===== config.mk =====
export PLATFORM = sky130hd
export DESIGN_NAME = pmc_power_mode_controller
export DESIGN_NICKNAME = d
export VERILOG_FILES = /design/src/pmc_pkg.sv /design/src/pmc_sync.sv /design/src/pmc_timewheel.sv /design/src/pmc_power_mode_controller.sv
export VERILOG_INCLUDE_DIRS = /design/src /design/src/src
export SDC_FILE = /design/constraint.sdc
export NUM_CORES = 1
export LEC_CHECK = 0
export CORE_MARGIN = 10
export CORE_UTILIZATION = 55
export DETAILED_ROUTE_END_ITERATION = 12
export DONT_BUFFER_PORTS = 1
export PLACE_DENSITY = 0.82
export SETUP_SLACK_MARGIN = 0.05
export SYNTH_ARGS = -nofsm -noshare
export SYNTH_HDL_FRONTEND = slang
export SYNTH_HIERARCHICAL = 1
export SYNTH_SLANG_ARGS = --single-unit

===== constraint.sdc =====
create_clock -name clk_in -period 2.55 [get_ports clk_in]
set_input_delay 0.1275 -clock clk_in [delete_from_list [all_inputs] [get_ports clk_in]]
set_output_delay 0.1275 -clock clk_in [all_outputs]
set_load 0.02 [all_outputs]

===== src/pmc_defines.svh =====
// Register offsets, field positions, reset values and timing counts of the power mode controller
`ifndef PMC_DEFINES_SVH
`define PMC_DEFINES_SVH

// ----------------------------------------------------------------
// Register offsets (byte addresses)
// ----------------------------------------------------------------
`define PMC_A_MODE 8'h00
`define PMC_A_ACT_TMPL 8'h04
`define PMC_A_ALT_TMPL 8'h08
`define PMC_A_REG_CTL 8'h0c
`define PMC_A_TW_CTL 8'h10
`define PMC_A_TW_CNT 8'h14
`define PMC_A_STATUS 8'h18
`define PMC_A_INT_STAT 8'h1c
`define PMC_A_INT_CLR 8'h20
`define PMC_A_INT_EN 8'h24

// ----------------------------------------------------------------
// Mode codes, widths and field positions
// ----------------------------------------------------------------
`define PMC_MODE_ACT 2'h0
`define PMC_MODE_ALT 2'h1
`define PMC_MODE_SLEEP 2'h2
`define PMC_MODE_HIB 2'h3
`define PMC_NRES 8
`define PMC_CPU_BIT 0
`define PMC_NWAKE 5
`define PMC_WAKE_PIU 1
`define PMC_TW_W 13
`define PMC_TW_RST_BIT 5
`define PMC_TW_EN_BIT 4
`define PMC_NINT 3
`define PMC_INT_SLP_WAKE 0
`define PMC_INT_HIB_WAKE 1
`define PMC_INT_TW_TICK 2

// ----------------------------------------------------------------
// Reset values
// ----------------------------------------------------------------
`define PMC_RST_ACT_TMPL 8'hff
`define PMC_RST_ALT_TMPL 8'hfe
`define PMC_RST_REG_CTL 2'h3
`define PMC_RST_TW_CTL 5'h00
`define PMC_RST_INT_EN 3'h0

// ----------------------------------------------------------------
// Timing
// ----------------------------------------------------------------
`define PMC_CLK_NS 10
`define PMC_SLP_WAKE_NS 15000
`define PMC_HIB_RESUME_NS 20000
`define PMC_SLP_WAKE_CYC ((`PMC_SLP_WAKE_NS + `PMC_CLK_NS - 1) / `PMC_CLK_NS)
`define PMC_HIB_RESUME_CYC (`PMC_HIB_RESUME_NS / `PMC_CLK_NS)
`define PMC_CNT_W 12

`endif


===== src/pmc_pkg.sv =====
// Types shared by the power mode controller files
package pmc_pkg;

  // ----------------------------------------------------------------
  // Global power state machine
  // ----------------------------------------------------------------
  typedef enum logic [2:0] {
    PMC_ACT,
    PMC_ALT,
    PMC_PEND,
    PMC_SLEEP,
    PMC_SWAKE,
    PMC_HIB,
    PMC_HWAKE
  } pmc_state_e;

  // ----------------------------------------------------------------
  // Per-resource power controls, bit 0 is the CPU
  // ----------------------------------------------------------------
  typedef struct packed {
    logic [7:0] clk_en;
    logic [7:0] bias_en;
  } pmc_res_s;

endpackage : pmc_pkg


===== src/pmc_sync.sv =====
// Two-flop synchroniser for a group of asynchronous levels
`timescale 1ns/100ps

module pmc_sync #(
  parameter int W = 1
) (
  input wire logic clk_in,
  input wire logic rst_in,
  input wire logic [W-1:0] d_in,
  output logic [W-1:0] q_out
);

  logic [W-1:0] meta_reg;
  logic [W-1:0] q_reg;

  // ----------------------------------------------------------------
  // Synchroniser flops, first stage is read only by the second
  // ----------------------------------------------------------------
  genvar i;
  for (i = 0; i < W; i++) begin : g_bit
    always_ff @(posedge clk_in or posedge rst_in) begin
      if (rst_in) begin
        meta_reg[i] <= 1'b0;
        q_reg[i] <= 1'b0;
      end else begin
        meta_reg[i] <= d_in[i];
        q_reg[i] <= meta_reg[i];
      end
    end
  end

  assign q_out = q_reg;

endmodule : pmc_sync


===== src/pmc_timewheel.sv =====
// Free-running 13-bit timewheel stepped by the 1 kHz low-speed oscillator
`timescale 1ns/100ps
`include "pmc_defines.svh"

module pmc_timewheel (
  input wire logic clk_in,
  input wire logic rst_in,
  input wire logic step_in,
  input wire logic run_in,
  input wire logic clear_in,
  input wire logic [3:0] tap_in,
  output logic [`PMC_TW_W-1:0] count_out,
  output logic tick_out
);

  logic [`PMC_TW_W-1:0] cnt_reg;
  logic [`PMC_TW_W-1:0] cnt_next;
  logic tick_reg;
  logic tick_next;
  logic [`PMC_TW_W-1:0] mask;

  // ----------------------------------------------------------------
  // Counter; stops while run is low, firmware clear wins over a step
  // ----------------------------------------------------------------
  always_comb begin
    mask = `PMC_TW_W'((14'h0002 << tap_in) - 14'h0001);
    cnt_next = cnt_reg;
    tick_next = 1'b0;
    if (clear_in) begin
      cnt_next = '0;
    end else if (run_in && step_in) begin
      cnt_next = cnt_reg + `PMC_TW_W'(1);
      // Tick when the selected low bits roll over to zero
      tick_next = &(cnt_reg | ~mask);
    end
  end

  always_ff @(posedge clk_in or posedge rst_in) begin
    if (rst_in) begin
      cnt_reg <= '0;
      tick_reg <= 1'b0;
    end else begin
      cnt_reg <= cnt_next;
      tick_reg <= tick_next;
    end
  end

  assign count_out = cnt_reg;
  assign tick_out = tick_reg;
endmodule : pmc_timewheel


===== src/pmc_power_mode_controller.sv =====
// Global power mode controller: mode state machine, templates, wake logic, register port
`timescale 1ns/100ps
`include "pmc_defines.svh"

// Contract
// - Four global modes: active, alternate active, sleep, hibernate, in that rank.
// - In active mode each resource follows its active template bit.
// - A disabled resource has its clocks gated and its bias turned off.
// - Template bits may change anytime; the change applies at once.
// - CPU may switch itself off; the next wakeup turns it back on.
// - Any wakeup sets mode to active and enables CPU regardless of template.
// - After reset the mode is active.
// - Alternate active uses its own, usually smaller, template.
// - Active entered by wakeup, reset or write; any interrupt wakes.
// - Sleep disables most resources whatever the templates say.
// - Sleep keeps only low-speed clocks; six listed wake sources.
// - Wake from sleep waits a fixed 15 us before active.
// - Hibernate stops all clocks, keeps state; only pin interrupts wake it.
// - Core regulators on after power-up; software may turn them off.
// - Timewheel is a free 13-bit counter on the 1 kHz clock, firmware-resettable.
// - Hibernate resume to active finishes within 100 us.
module pmc_power_mode_controller (
  input wire logic clk_in,
  input wire logic rst_in,
  input wire logic [7:0] addr_in,
  input wire logic [31:0] wdata_in,
  input wire logic wr_in,
  input wire logic rd_in,
  output logic [31:0] rdata_out,
  input wire logic lso_clk_in,
  input wire logic cpu_idle_in,
  input wire logic irq_any_in,
  input wire logic [`PMC_NWAKE-1:0] wake_pin_in,
  input wire logic io_supply_valid_in,
  output logic [1:0] mode_out,
  output pmc_pkg::pmc_res_s res_out,
  output logic lso_run_out,
  output logic [1:0] core_reg_en_out,
  output logic irq_out
);

  pmc_pkg::pmc_state_e state_reg, state_next;
  logic [`PMC_CNT_W-1:0] cnt_reg, cnt_next;
  logic pend_hib_reg, pend_hib_next, base_alt_reg, base_alt_next;
  logic cpu_force_reg, cpu_force_next;
  logic [`PMC_NRES-1:0] act_tmpl_reg, act_tmpl_next, alt_tmpl_reg, alt_tmpl_next;
  logic [1:0] reg_ctl_reg, reg_ctl_next;
  logic [4:0] tw_ctl_reg, tw_ctl_next;
  logic [`PMC_NINT-1:0] int_stat_reg, int_stat_next, int_en_reg, int_en_next;
  logic [31:0] rdata_reg, rdata_next;
  logic [`PMC_NRES-1:0] en_vec_reg, en_vec_next;
  logic [13:0] wake_len_reg, wake_len_next; // Check helper, kept apart from cnt_reg on purpose
  logic [`PMC_NWAKE-1:0] wake_sync;
  logic lso_sync, lso_dly_reg, lso_step, tw_tick, tw_clear;
  logic [`PMC_TW_W-1:0] tw_count;
  logic mode_wr, slp_wake, hib_wake;
  logic [1:0] mode_req;
  logic [`PMC_NINT-1:0] int_evt;

  // ----------------------------------------------------------------
  // Input synchronisers, timewheel and wake sources
  // ----------------------------------------------------------------
  // Wake pins and the oscillator clock come from other domains
  pmc_sync #(.W(`PMC_NWAKE + 1)) u_sync (.clk_in(clk_in), .rst_in(rst_in),
    .d_in({lso_clk_in, wake_pin_in}), .q_out({lso_sync, wake_sync}));

  // Rising edge of the synchronised 1 kHz clock steps the timewheel
  always_ff @(posedge clk_in or posedge rst_in) begin
    if (rst_in) begin
      lso_dly_reg <= 1'b0;
    end else begin
      lso_dly_reg <= lso_sync;
    end
  end

  assign lso_step = lso_sync & ~lso_dly_reg;
  assign tw_clear = wr_in && addr_in == `PMC_A_TW_CTL && wdata_in[`PMC_TW_RST_BIT];

  // Timewheel halts in hibernate, where no clock runs
  pmc_timewheel u_tw (.clk_in(clk_in), .rst_in(rst_in), .step_in(lso_step),
    .run_in(lso_run_out), .clear_in(tw_clear), .tap_in(tw_ctl_reg[3:0]),
    .count_out(tw_count), .tick_out(tw_tick));

  // Comparator, pin unit, I2C match, RTC, voltage detector, timewheel
  assign slp_wake = (|wake_sync) | (tw_tick & tw_ctl_reg[`PMC_TW_EN_BIT]);
  assign hib_wake = wake_sync[`PMC_WAKE_PIU];
  assign mode_wr = wr_in && addr_in == `PMC_A_MODE;
  assign mode_req = wdata_in[1:0];

  // ----------------------------------------------------------------
  // Mode state machine
  // ----------------------------------------------------------------
  always_comb begin
    state_next = state_reg;
    cnt_next = cnt_reg;
    pend_hib_next = pend_hib_reg;
    base_alt_next = base_alt_reg;
    cpu_force_next = cpu_force_reg;
    wake_len_next = state_reg inside {pmc_pkg::PMC_SWAKE, pmc_pkg::PMC_HWAKE} ?
      wake_len_reg + 14'h0001 : 14'h0000;
    // A fresh template write hands the CPU bit back to firmware
    if (wr_in && (addr_in == `PMC_A_ACT_TMPL || addr_in == `PMC_A_ALT_TMPL)) begin
      cpu_force_next = 1'b0;
    end
    case (state_reg)
      pmc_pkg::PMC_ACT, pmc_pkg::PMC_ALT: begin
        if (irq_any_in) begin
          state_next = pmc_pkg::PMC_ACT;
          cpu_force_next = 1'b1;
        end else if (mode_wr) begin
          case (mode_req)
            `PMC_MODE_ACT: state_next = pmc_pkg::PMC_ACT;
            `PMC_MODE_ALT: state_next = pmc_pkg::PMC_ALT;
            default: begin
              // Entry is held until the CPU reports idle
              state_next = pmc_pkg::PMC_PEND;
              pend_hib_next = mode_req == `PMC_MODE_HIB;
              base_alt_next = state_reg == pmc_pkg::PMC_ALT;
            end
          endcase
        end
      end
      pmc_pkg::PMC_PEND: begin
        if (irq_any_in) begin
          state_next = pmc_pkg::PMC_ACT;
          cpu_force_next = 1'b1;
        end else if (cpu_idle_in) begin
          state_next = pend_hib_reg ? pmc_pkg::PMC_HIB : pmc_pkg::PMC_SLEEP;
        end
      end
      pmc_pkg::PMC_SLEEP: begin
        if (slp_wake) begin
          state_next = pmc_pkg::PMC_SWAKE;
          cnt_next = '0;
        end
      end
      pmc_pkg::PMC_SWAKE: begin
        // Regulators settle before code runs again
        if (cnt_reg == `PMC_CNT_W'(`PMC_SLP_WAKE_CYC - 1)) begin
          state_next = pmc_pkg::PMC_ACT;
          cpu_force_next = 1'b1;
        end else begin
          cnt_next = cnt_reg + `PMC_CNT_W'(1);
        end
      end
      pmc_pkg::PMC_HIB: begin
        if (hib_wake) begin
          state_next = pmc_pkg::PMC_HWAKE;
          cnt_next = '0;
        end
      end
      pmc_pkg::PMC_HWAKE: begin
        if (cnt_reg == `PMC_CNT_W'(`PMC_HIB_RESUME_CYC - 1)) begin
          state_next = pmc_pkg::PMC_ACT;
          cpu_force_next = 1'b1;
        end else begin
          cnt_next = cnt_reg + `PMC_CNT_W'(1);
        end
      end
      default: state_next = pmc_pkg::PMC_ACT;
    endcase
  end

  always_ff @(posedge clk_in or posedge rst_in) begin
    if (rst_in) begin
      state_reg <= pmc_pkg::PMC_ACT;
      cnt_reg <= '0;
      pend_hib_reg <= 1'b0;
      base_alt_reg <= 1'b0;
      cpu_force_reg <= 1'b0;
      wake_len_reg <= 14'h0000;
    end else begin
      state_reg <= state_next;
      cnt_reg <= cnt_next;
      pend_hib_reg <= pend_hib_next;
      base_alt_reg <= base_alt_next;
      cpu_force_reg <= cpu_force_next;
      wake_len_reg <= wake_len_next;
    end
  end

  // ----------------------------------------------------------------
  // Resource enables, from the next state so a write acts next cycle
  // ----------------------------------------------------------------
  always_comb begin
    case (state_next)
      pmc_pkg::PMC_ACT: en_vec_next = act_tmpl_next;
      pmc_pkg::PMC_ALT: en_vec_next = alt_tmpl_next;
      pmc_pkg::PMC_PEND: en_vec_next = base_alt_next ? alt_tmpl_next : act_tmpl_next;
      default: en_vec_next = '0;
    endcase
    if (cpu_force_next && (state_next == pmc_pkg::PMC_ACT || state_next == pmc_pkg::PMC_ALT)) begin
      en_vec_next[`PMC_CPU_BIT] = 1'b1;
    end
  end

  always_ff @(posedge clk_in or posedge rst_in) begin
    if (rst_in) begin
      en_vec_reg <= `PMC_RST_ACT_TMPL;
    end else begin
      en_vec_reg <= en_vec_next;
    end
  end

  // Clock gate and bias share one enable per resource
  assign res_out.clk_en = en_vec_reg;
  assign res_out.bias_en = en_vec_reg;

  // ----------------------------------------------------------------
  // Register file, interrupt status and outputs
  // ----------------------------------------------------------------
  always_comb begin
    act_tmpl_next = act_tmpl_reg;
    alt_tmpl_next = alt_tmpl_reg;
    reg_ctl_next = reg_ctl_reg;
    tw_ctl_next = tw_ctl_reg;
    int_en_next = int_en_reg;
    int_stat_next = int_stat_reg;
    if (wr_in) begin
      case (addr_in)
        `PMC_A_ACT_TMPL: act_tmpl_next = wdata_in[`PMC_NRES-1:0];
        `PMC_A_ALT_TMPL: alt_tmpl_next = wdata_in[`PMC_NRES-1:0];
        `PMC_A_REG_CTL: reg_ctl_next = wdata_in[1:0];
        `PMC_A_TW_CTL: tw_ctl_next = wdata_in[4:0];
        `PMC_A_INT_EN: int_en_next = wdata_in[`PMC_NINT-1:0];
        `PMC_A_INT_CLR: int_stat_next = int_stat_reg & ~wdata_in[`PMC_NINT-1:0];
        default: ;
      endcase
    end
    // Events set after the clear so a same-cycle event is kept
    int_stat_next = int_stat_next | int_evt;
  end

  assign int_evt[`PMC_INT_SLP_WAKE] = state_reg == pmc_pkg::PMC_SWAKE
    && state_next == pmc_pkg::PMC_ACT;
  assign int_evt[`PMC_INT_HIB_WAKE] = state_reg == pmc_pkg::PMC_HWAKE
    && state_next == pmc_pkg::PMC_ACT;
  assign int_evt[`PMC_INT_TW_TICK] = tw_tick;

  // Read mux; unmapped and write-only offsets read zero
  always_comb begin
    rdata_next = 32'h0000_0000;
    if (rd_in) begin
      case (addr_in)
        `PMC_A_MODE: rdata_next[1:0] = mode_out;
        `PMC_A_ACT_TMPL: rdata_next[`PMC_NRES-1:0] = act_tmpl_reg;
        `PMC_A_ALT_TMPL: rdata_next[`PMC_NRES-1:0] = alt_tmpl_reg;
        `PMC_A_REG_CTL: rdata_next[1:0] = reg_ctl_reg;
        `PMC_A_TW_CTL: rdata_next[4:0] = tw_ctl_reg;
        `PMC_A_TW_CNT: rdata_next[`PMC_TW_W-1:0] = tw_count;
        // Firmware checks supply valid before a low-power request
        `PMC_A_STATUS: rdata_next[1:0] = {cpu_idle_in, io_supply_valid_in};
        `PMC_A_INT_STAT: rdata_next[`PMC_NINT-1:0] = int_stat_reg;
        `PMC_A_INT_EN: rdata_next[`PMC_NINT-1:0] = int_en_reg;
        default: ;
      endcase
    end
  end

  always_ff @(posedge clk_in or posedge rst_in) begin
    if (rst_in) begin
      act_tmpl_reg <= `PMC_RST_ACT_TMPL;
      alt_tmpl_reg <= `PMC_RST_ALT_TMPL;
      reg_ctl_reg <= `PMC_RST_REG_CTL;
      tw_ctl_reg <= `PMC_RST_TW_CTL;
      int_en_reg <= `PMC_RST_INT_EN;
      int_stat_reg <= '0;
      rdata_reg <= 32'h0000_0000;
    end else begin
      act_tmpl_reg <= act_tmpl_next;
      alt_tmpl_reg <= alt_tmpl_next;
      reg_ctl_reg <= reg_ctl_next;
      tw_ctl_reg <= tw_ctl_next;
      int_en_reg <= int_en_next;
      int_stat_reg <= int_stat_next;
      rdata_reg <= rdata_next;
    end
  end

  // Mode code seen by software and by the supply control
  always_comb begin
    case (state_reg)
      pmc_pkg::PMC_ACT: mode_out = `PMC_MODE_ACT;
      pmc_pkg::PMC_ALT: mode_out = `PMC_MODE_ALT;
      pmc_pkg::PMC_PEND: mode_out = base_alt_reg ? `PMC_MODE_ALT : `PMC_MODE_ACT;
      pmc_pkg::PMC_SLEEP, pmc_pkg::PMC_SWAKE: mode_out = `PMC_MODE_SLEEP;
      default: mode_out = `PMC_MODE_HIB;
    endcase
  end

  // Low-speed clocks stop only in hibernate
  assign lso_run_out = mode_out != `PMC_MODE_HIB;
  // Core regulators are dropped in hibernate, both enable bits held low
  assign core_reg_en_out = lso_run_out ? reg_ctl_reg : 2'h0;
  assign irq_out = |(int_stat_reg & int_en_reg);
  assign rdata_out = rdata_reg;
endmodule : pmc_power_mode_controller


# After elaboration in Yosys (flattened, before gate mapping)
# Index checks and enable logic that the tools add are counted.
dict set report totals {
  ff_bits 95
  latch_bits 0
  mem_bits_rw 0
  romBits 0
  input_bits 53
  output_inout_bits 54
  elab_cells 145
  mem_count 0
}
dict set report classes {
  addsub 3
  n_mul 0
  div_mod_pow 0
  order_cmp 0
  n_eq_ne 26
  n_shift 1
  muxes 47
  bitwise_logic 12
  n_reduce_logical 28
}
# cell n
set op_table {}
lappend op_table {{2-to-1 mux 12 bit} 4}
lappend op_table {{case mux 12 bit (4 select lines)} 1}
lappend op_table {{2-to-1 mux 8 bit} 5}
lappend op_table {{2-to-1 mux 13 bit} 3}
lappend op_table {{2-to-1 mux 3 bit} 11}
lappend op_table {{equality test 8 x 5 -> 1 bit (second input constant)} 4}
lappend op_table {{equality test 12 x 11 -> 1 bit (second input constant)} 2}
lappend op_table {{case mux 8 bit (3 select lines)} 1}
lappend op_table {{case mux 2 bit (9 select lines)} 1}
lappend op_table {{case mux 3 bit (6 select lines)} 1}
lappend op_table {{equality test 8 x 4 -> 1 bit (second input constant)} 2}
lappend op_table {{equality test 8 x 6 -> 1 bit (second input constant)} 2}
lappend op_table {{case mux 2 bit (4 select lines)} 2}
lappend op_table {{adder 13 x 1 -> 13 bit (second input constant)} 1}
lappend op_table {{inverter 13 bit} 1}
lappend op_table {{OR 13 bit} 1}
lappend op_table {{AND reduction 13 bit} 1}
lappend op_table {{left shift 2 x 4 -> 13 bit (first input constant)} 1}
lappend op_table {{subtractor 13 x 1 -> 13 bit (second input constant)} 1}
lappend op_table {{adder 12 x 1 -> 12 bit (second input constant)} 1}
lappend op_table {{2-to-1 mux 1 bit} 12}
lappend op_table {{equality test 3 x 2 -> 1 bit (second input constant)} 3}
lappend op_table {{equality test 3 bit (second input constant)} 3}
lappend op_table {{case mux 3 bit (3 select lines)} 1}
lappend op_table {{30 further kinds} 52}

# Logic depth before layout (Yosys ltp)
dict set report logic_depth {
  word_depth 9
  mapped_depth 10
}

# Cells and area by module
# The synthesis kept the hierarchy.
# mod n_inst cells_per_inst area_each_um2 seq_area_each_um2
set modules_own_cells {}
lappend modules_own_cells {pmc_power_mode_controller 1 359 3721.1 1757.9}
lappend modules_own_cells {pmc_timewheel 1 113 963.4 350.3}
lappend modules_own_cells {pmc_sync 1 13 304.0 300.3}

# Least setup slack after synthesis
# No wires, ideal clock.
dict set report synth_path {
  path_kind {register to register}
  startpoint {reg state_reg[1]}
  endpoint {reg u_tw.cnt_reg[10] (netlist: u_tw/count_out[10])}
  setup_time_ns 0.132
  arrival_ns 2.191
  required_time_ns 2.418
  slack_ns 0.227
  path_stages_with_launch 8
  synth_period_minus_slack_ns 2.323
  cell_sequence {dfrtp_1 > clkbuf_1 > o21ai_0 > nand3_2 > nor4_4 > nand3_1 > xor2_1 > nor2_1}
}
dict set report synth_between {
  elab_chain_len 6
  word_cells_on_any_way 10
  classes_between {eq/ne: 5; mux: 1; reduce/logical: 4}
}
# element line
set synth_lines {}
lappend synth_lines {{start: declaration} pmc_power_mode_controller.sv:42} ;# pmc_pkg::pmc_state_e state_reg, state_next;
lappend synth_lines {{start signal: assignment} pmc_power_mode_controller.sv:166} ;# state_reg <= pmc_pkg::PMC_ACT;
lappend synth_lines {{start signal: assignment} pmc_power_mode_controller.sv:173} ;# state_reg <= state_next;
lappend synth_lines {{equality test 3 bit or equality test 3 x 2 -> 1 bit (tied branches)} pmc_power_mode_controller.sv:282} ;# case (state_reg)
lappend synth_lines {{OR reduction 2 bit} pmc_power_mode_controller.sv:282}
lappend synth_lines {{case mux 2 bit (4 select lines) (*)} pmc_power_mode_controller.sv:282}
lappend synth_lines {{inequality test 2 bit (no source line) (*)} -}
lappend synth_lines {{net lso_run_out} pmc_power_mode_controller.sv:37} ;# output logic lso_run_out,
lappend synth_lines {{logical AND 1 bit (*)} pmc_timewheel.sv:31} ;# end else if (run_in && step_in) begin
lappend synth_lines {{nonzero test 2 bit (no source line) (*)} -}
lappend synth_lines {{end signal: assignment} pmc_timewheel.sv:43} ;# cnt_reg <= cnt_next;
lappend synth_lines {{end: declaration} pmc_timewheel.sv:16} ;# logic [`PMC_TW_W-1:0] cnt_reg;
# Mark *: on every way through the listed nets, which the timed path passes. The rest lies on a longest branch.
# A chain may end at the register's enable or synchronous reset.

# Final worst setup path
dict set report layout_path {
  startpoint {reg state_reg[1]}
  endpoint {reg en_vec_reg[0]}
}
dict set report layout_between {
  elab_chain_len 8
  word_cells_on_any_way 31
  classes_between {eq/ne: 8; mux: 17; reduce/logical: 6}
}
# element line
set layout_lines {}
lappend layout_lines {{equality test 3 x 1 -> 1 bit} {pmc_power_mode_controller.sv:105, pmc_power_mode_controller.sv:118}}
lappend layout_lines {{2-to-1 mux 1 bit} pmc_power_mode_controller.sv:111} ;# case (mode_req)
lappend layout_lines {{2-to-1 mux 1 bit} pmc_power_mode_controller.sv:110} ;# end else if (mode_wr) begin
lappend layout_lines {{2-to-1 mux 1 bit} pmc_power_mode_controller.sv:107} ;# if (irq_any_in) begin
lappend layout_lines {{2-to-1 mux 1 bit (*)} pmc_power_mode_controller.sv:105} ;# case (state_reg)
lappend layout_lines {{net base_alt_next} pmc_power_mode_controller.sv:44} ;# logic pend_hib_reg, pend_hib_next, base_alt_reg, base_alt_next;
lappend layout_lines {{2-to-1 mux 8 bit (*)} pmc_power_mode_controller.sv:189} ;# pmc_pkg::PMC_PEND: en_vec_next = base_alt_next ? alt_tmpl_next : act_tmpl_next;
lappend layout_lines {{case mux 8 bit (3 select lines) (*)} pmc_power_mode_controller.sv:186} ;# case (state_next)
lappend layout_lines {{2-to-1 mux 1 bit (*)} pmc_power_mode_controller.sv:192} ;# if (cpu_force_next && (state_next == pmc_pkg::PMC_ACT || state_next == pmc_pkg::PMC_ALT)) begin
lappend layout_lines {{net en_vec_next[0]} pmc_power_mode_controller.sv:51} ;# logic [`PMC_NRES-1:0] en_vec_reg, en_vec_next;
lappend layout_lines {{end signal: assignment} pmc_power_mode_controller.sv:199} ;# en_vec_reg <= `PMC_RST_ACT_TMPL;
lappend layout_lines {{end signal: assignment} pmc_power_mode_controller.sv:201} ;# en_vec_reg <= en_vec_next;
lappend layout_lines {{end: declaration} pmc_power_mode_controller.sv:51}
# Marks and branches as above.

==> results.yml <==
drt:
  via_per_inst: 6.17
  drt_iter0_drc: 327
  post_drt_wl_per_cell_um: 19.4
  drc: 0
  vias: 3778
  firstDrtPassIters: 5
  wirelength_um: 11800
  ant_nets: 0
logic_synthesis:
  synth_top_cell_by_area: "dfrtp_1"
  synth.distinct_cells: 61
  synth.top_cell.area_share: 0.351
  syn_area_mm2: 0.00499
  ys_seq_area_frac: 0.483
  syn_inst: 485
  avgSynthCellArea_um2: 10.3
  ys_top_cells_by_area: "dfrtp_1, dfstp_2, buf_4"
  async_reset_ff_frac: 1.00
  ys_warn_count: 6
  ys.flop_type: "dfrtp_1"
  synth_edf_count: 0
  ys_ff_latch: 95
layout:
  fill_cells: 695
  area_growth_pct: 8.38
  drive_gt1_frac: 0.179
  instances_no_fill: 612
  final_cell_area_mm2: 0.00541
  nets: 555
  final_cell_mix: "dfrtp_1, nor2_1, nand2_1, dfstp_2, o21ai_0"
  final_common_cell: "dfrtp_1"
  diodes: 0
sta:
  hold_viol: 0
  fmax_mhz: 422
  min_period_over_period: 0.929
  rsz0062_at_grt: "yes"
  timing.final.ws_setup_ns: 0.181
  clock-skew-final_ns: 0.00495
  drv_slew: 0
  layout_min_cycle_time_ns: 2.37
  max_slew.worst_pin.slew_ns: 0.731
  slew_headroom: 0.513
  fin_setup_tns_ns: 0
  setup_violations: 0
cts:
  tritoncts: "built"
  clock-sinks: 95
  clk_pin_slew_worst_paths_ns: 0.09
  insertion_delay_ns: 0.36
  postCtsSetupBuffers: 0
  cts_root_buf: "clkbuf_8"
  cts_max_level: 3
  clk_path_buf_depth: 2
  cts_buffers: 9
worst_hold_path:
  hold_path.class: "in -> reg"
  worstHoldStart: "addr_in[0]"
  holdPathStages: 3
  hold-path-endpoint: "rdata_out[0]"
place:
  dp_slack_ns: 0.263
  dp_cells: 577
  place_hpwl_um: 8460
  placed_cell_area_mm2: 0.00499
  finalWeightedCongestion: 0.895
  portBuffers: 0
grt:
  grtUsageTotal: 0.180
  grt_remaining_overflow: 0
  antenna_found_initial: 0
  grt_max_degree: 60
  grt_pass1_wl_um: 19100
  grt_pass1_vias: 3718
setup_path:
  cp.required_ns: 2.85
  r2r_setup_slack_ns: 0.18
  reg2reg_to: "en_vec_reg[0]"
  rr_worst_depth: 6
  startpoint_type: "flip-flop"
  critPathKind: "reg -> reg"
  critPathCaptureType: "flip-flop"
  critical_path.max_fanout: 13
  worst-endpoint-arrival_ns: 2.67
  r2r-start: "state_reg[1]"
die:
  start_util: 0.569
  io_pins: 107
  fp.dieH_um: 115
  num_rows: 34
  die_area_mm2: 0.0133
  fp.coreArea_mm2: 0.00876
  die_w_um: 115
status:
  status: "finished, final reports clean"
job:
  maxCapViolCount: 0
power_and_ir_drop:
  p_leak_uw: 0.00240
  power_density_mw_per_mm2: 659
  power_uw: 3560
  vdd_drop_max_mv: 0.519
==> synthesized netlist by cell type (7+ instances only) <==
cell and number:
nor2b_1 7, clkbuf_1 13, o21ai_0 22, nor2_1 48, nand2_1 39, a21oi_1 12
and3_1 13, mux2_2 18, dfrtp_1 70, dfstp_2 25, inv_1 21, nor3_1 7
nand3_1 19, xor2_1 17, buf_4 31, mux2i_1 13
==> power breakdown <==
part,leakage (µW),switching [µW],internal [µW]
clock network,0.000107,535,559
registers,0.00114,265,1680
logic,0.00116,288,230
total,0.00240,1090,2470
==> routing by layer <==
metal	share of wire	vias to the layer above	track usage	wire, µm
met3	0.077	35	0.0401	917
li1	-	1711	-	-
met1	0.40	1852	0.210	4710
met5	0	-	0	0
met4	0.029	0	0.0858	347
met2	0.50	180	0.306	5870
==> how the worst max path moves through the flow <==
stage                                     to  slack, ns         start  cells after the start
after floorplan           u_tw/count_out[10]       0.23  state_reg[1]                      7
after global placement         en_vec_reg[0]       0.29  state_reg[1]                      6
after detailed placement       en_vec_reg[0]       0.26  state_reg[1]                      6
after CTS                      en_vec_reg[0]        0.1  state_reg[1]                      6
after global routing              cnt_reg[8]       0.04  state_reg[1]                      6
final                          en_vec_reg[0]       0.18  state_reg[1]                      6
==> repair_timing <==
item                                   in CTS  in global routing
hold buffers                               19                  0
gates resized for setup                     0                  1
endpoints found under the hold margin      86                  0
setup endpoints to repair                   0                  2
==> cell type report <==
class	instances	area [µm²]	share of cell area
Sequential cell	95	2410	0.445
Multi-Input combinational cell	339	2270	0.419
Timing Repair Buffer	33	295	0.0546
Tap cell	108	135	0.0250
Clock buffer	10	128	0.0236
Clock inverter	6	93.8	0.0174
Inverter	21	78.8	0.0146
==> critical path: stages, from the launching register on <==
cell and delay, ns:
dfrtp_1 0.53, nor4b_1 0.42, nand4_2 0.21, mux2_4 0.26, a21boi_1 0.26, mux2_4 0.32, a211o_1 0.29
==> logic make-up after synthesis <==
logic type	after synthesis	synth area share
simple gates	178	0.200
flops	95	0.483
compound gates	82	0.115
buf+inv	69	0.0775
mux	34	0.0757
xor+xnor	23	0.0404
fa+ha+maj	3	0.00753
other cells	1	0.000752
==> through the flow <==
step           hold slack [ns]   util
3_3_place_gp           -0.0651  0.569
6_report                0.0280  0.617
5_1_grt                 0.0253  0.617
2_1_floorplan         -0.00780      -
4_1_cts                0.00361  0.616
3_5_place_dp           -0.0603  0.569
(Power assumes the default switching activity.)
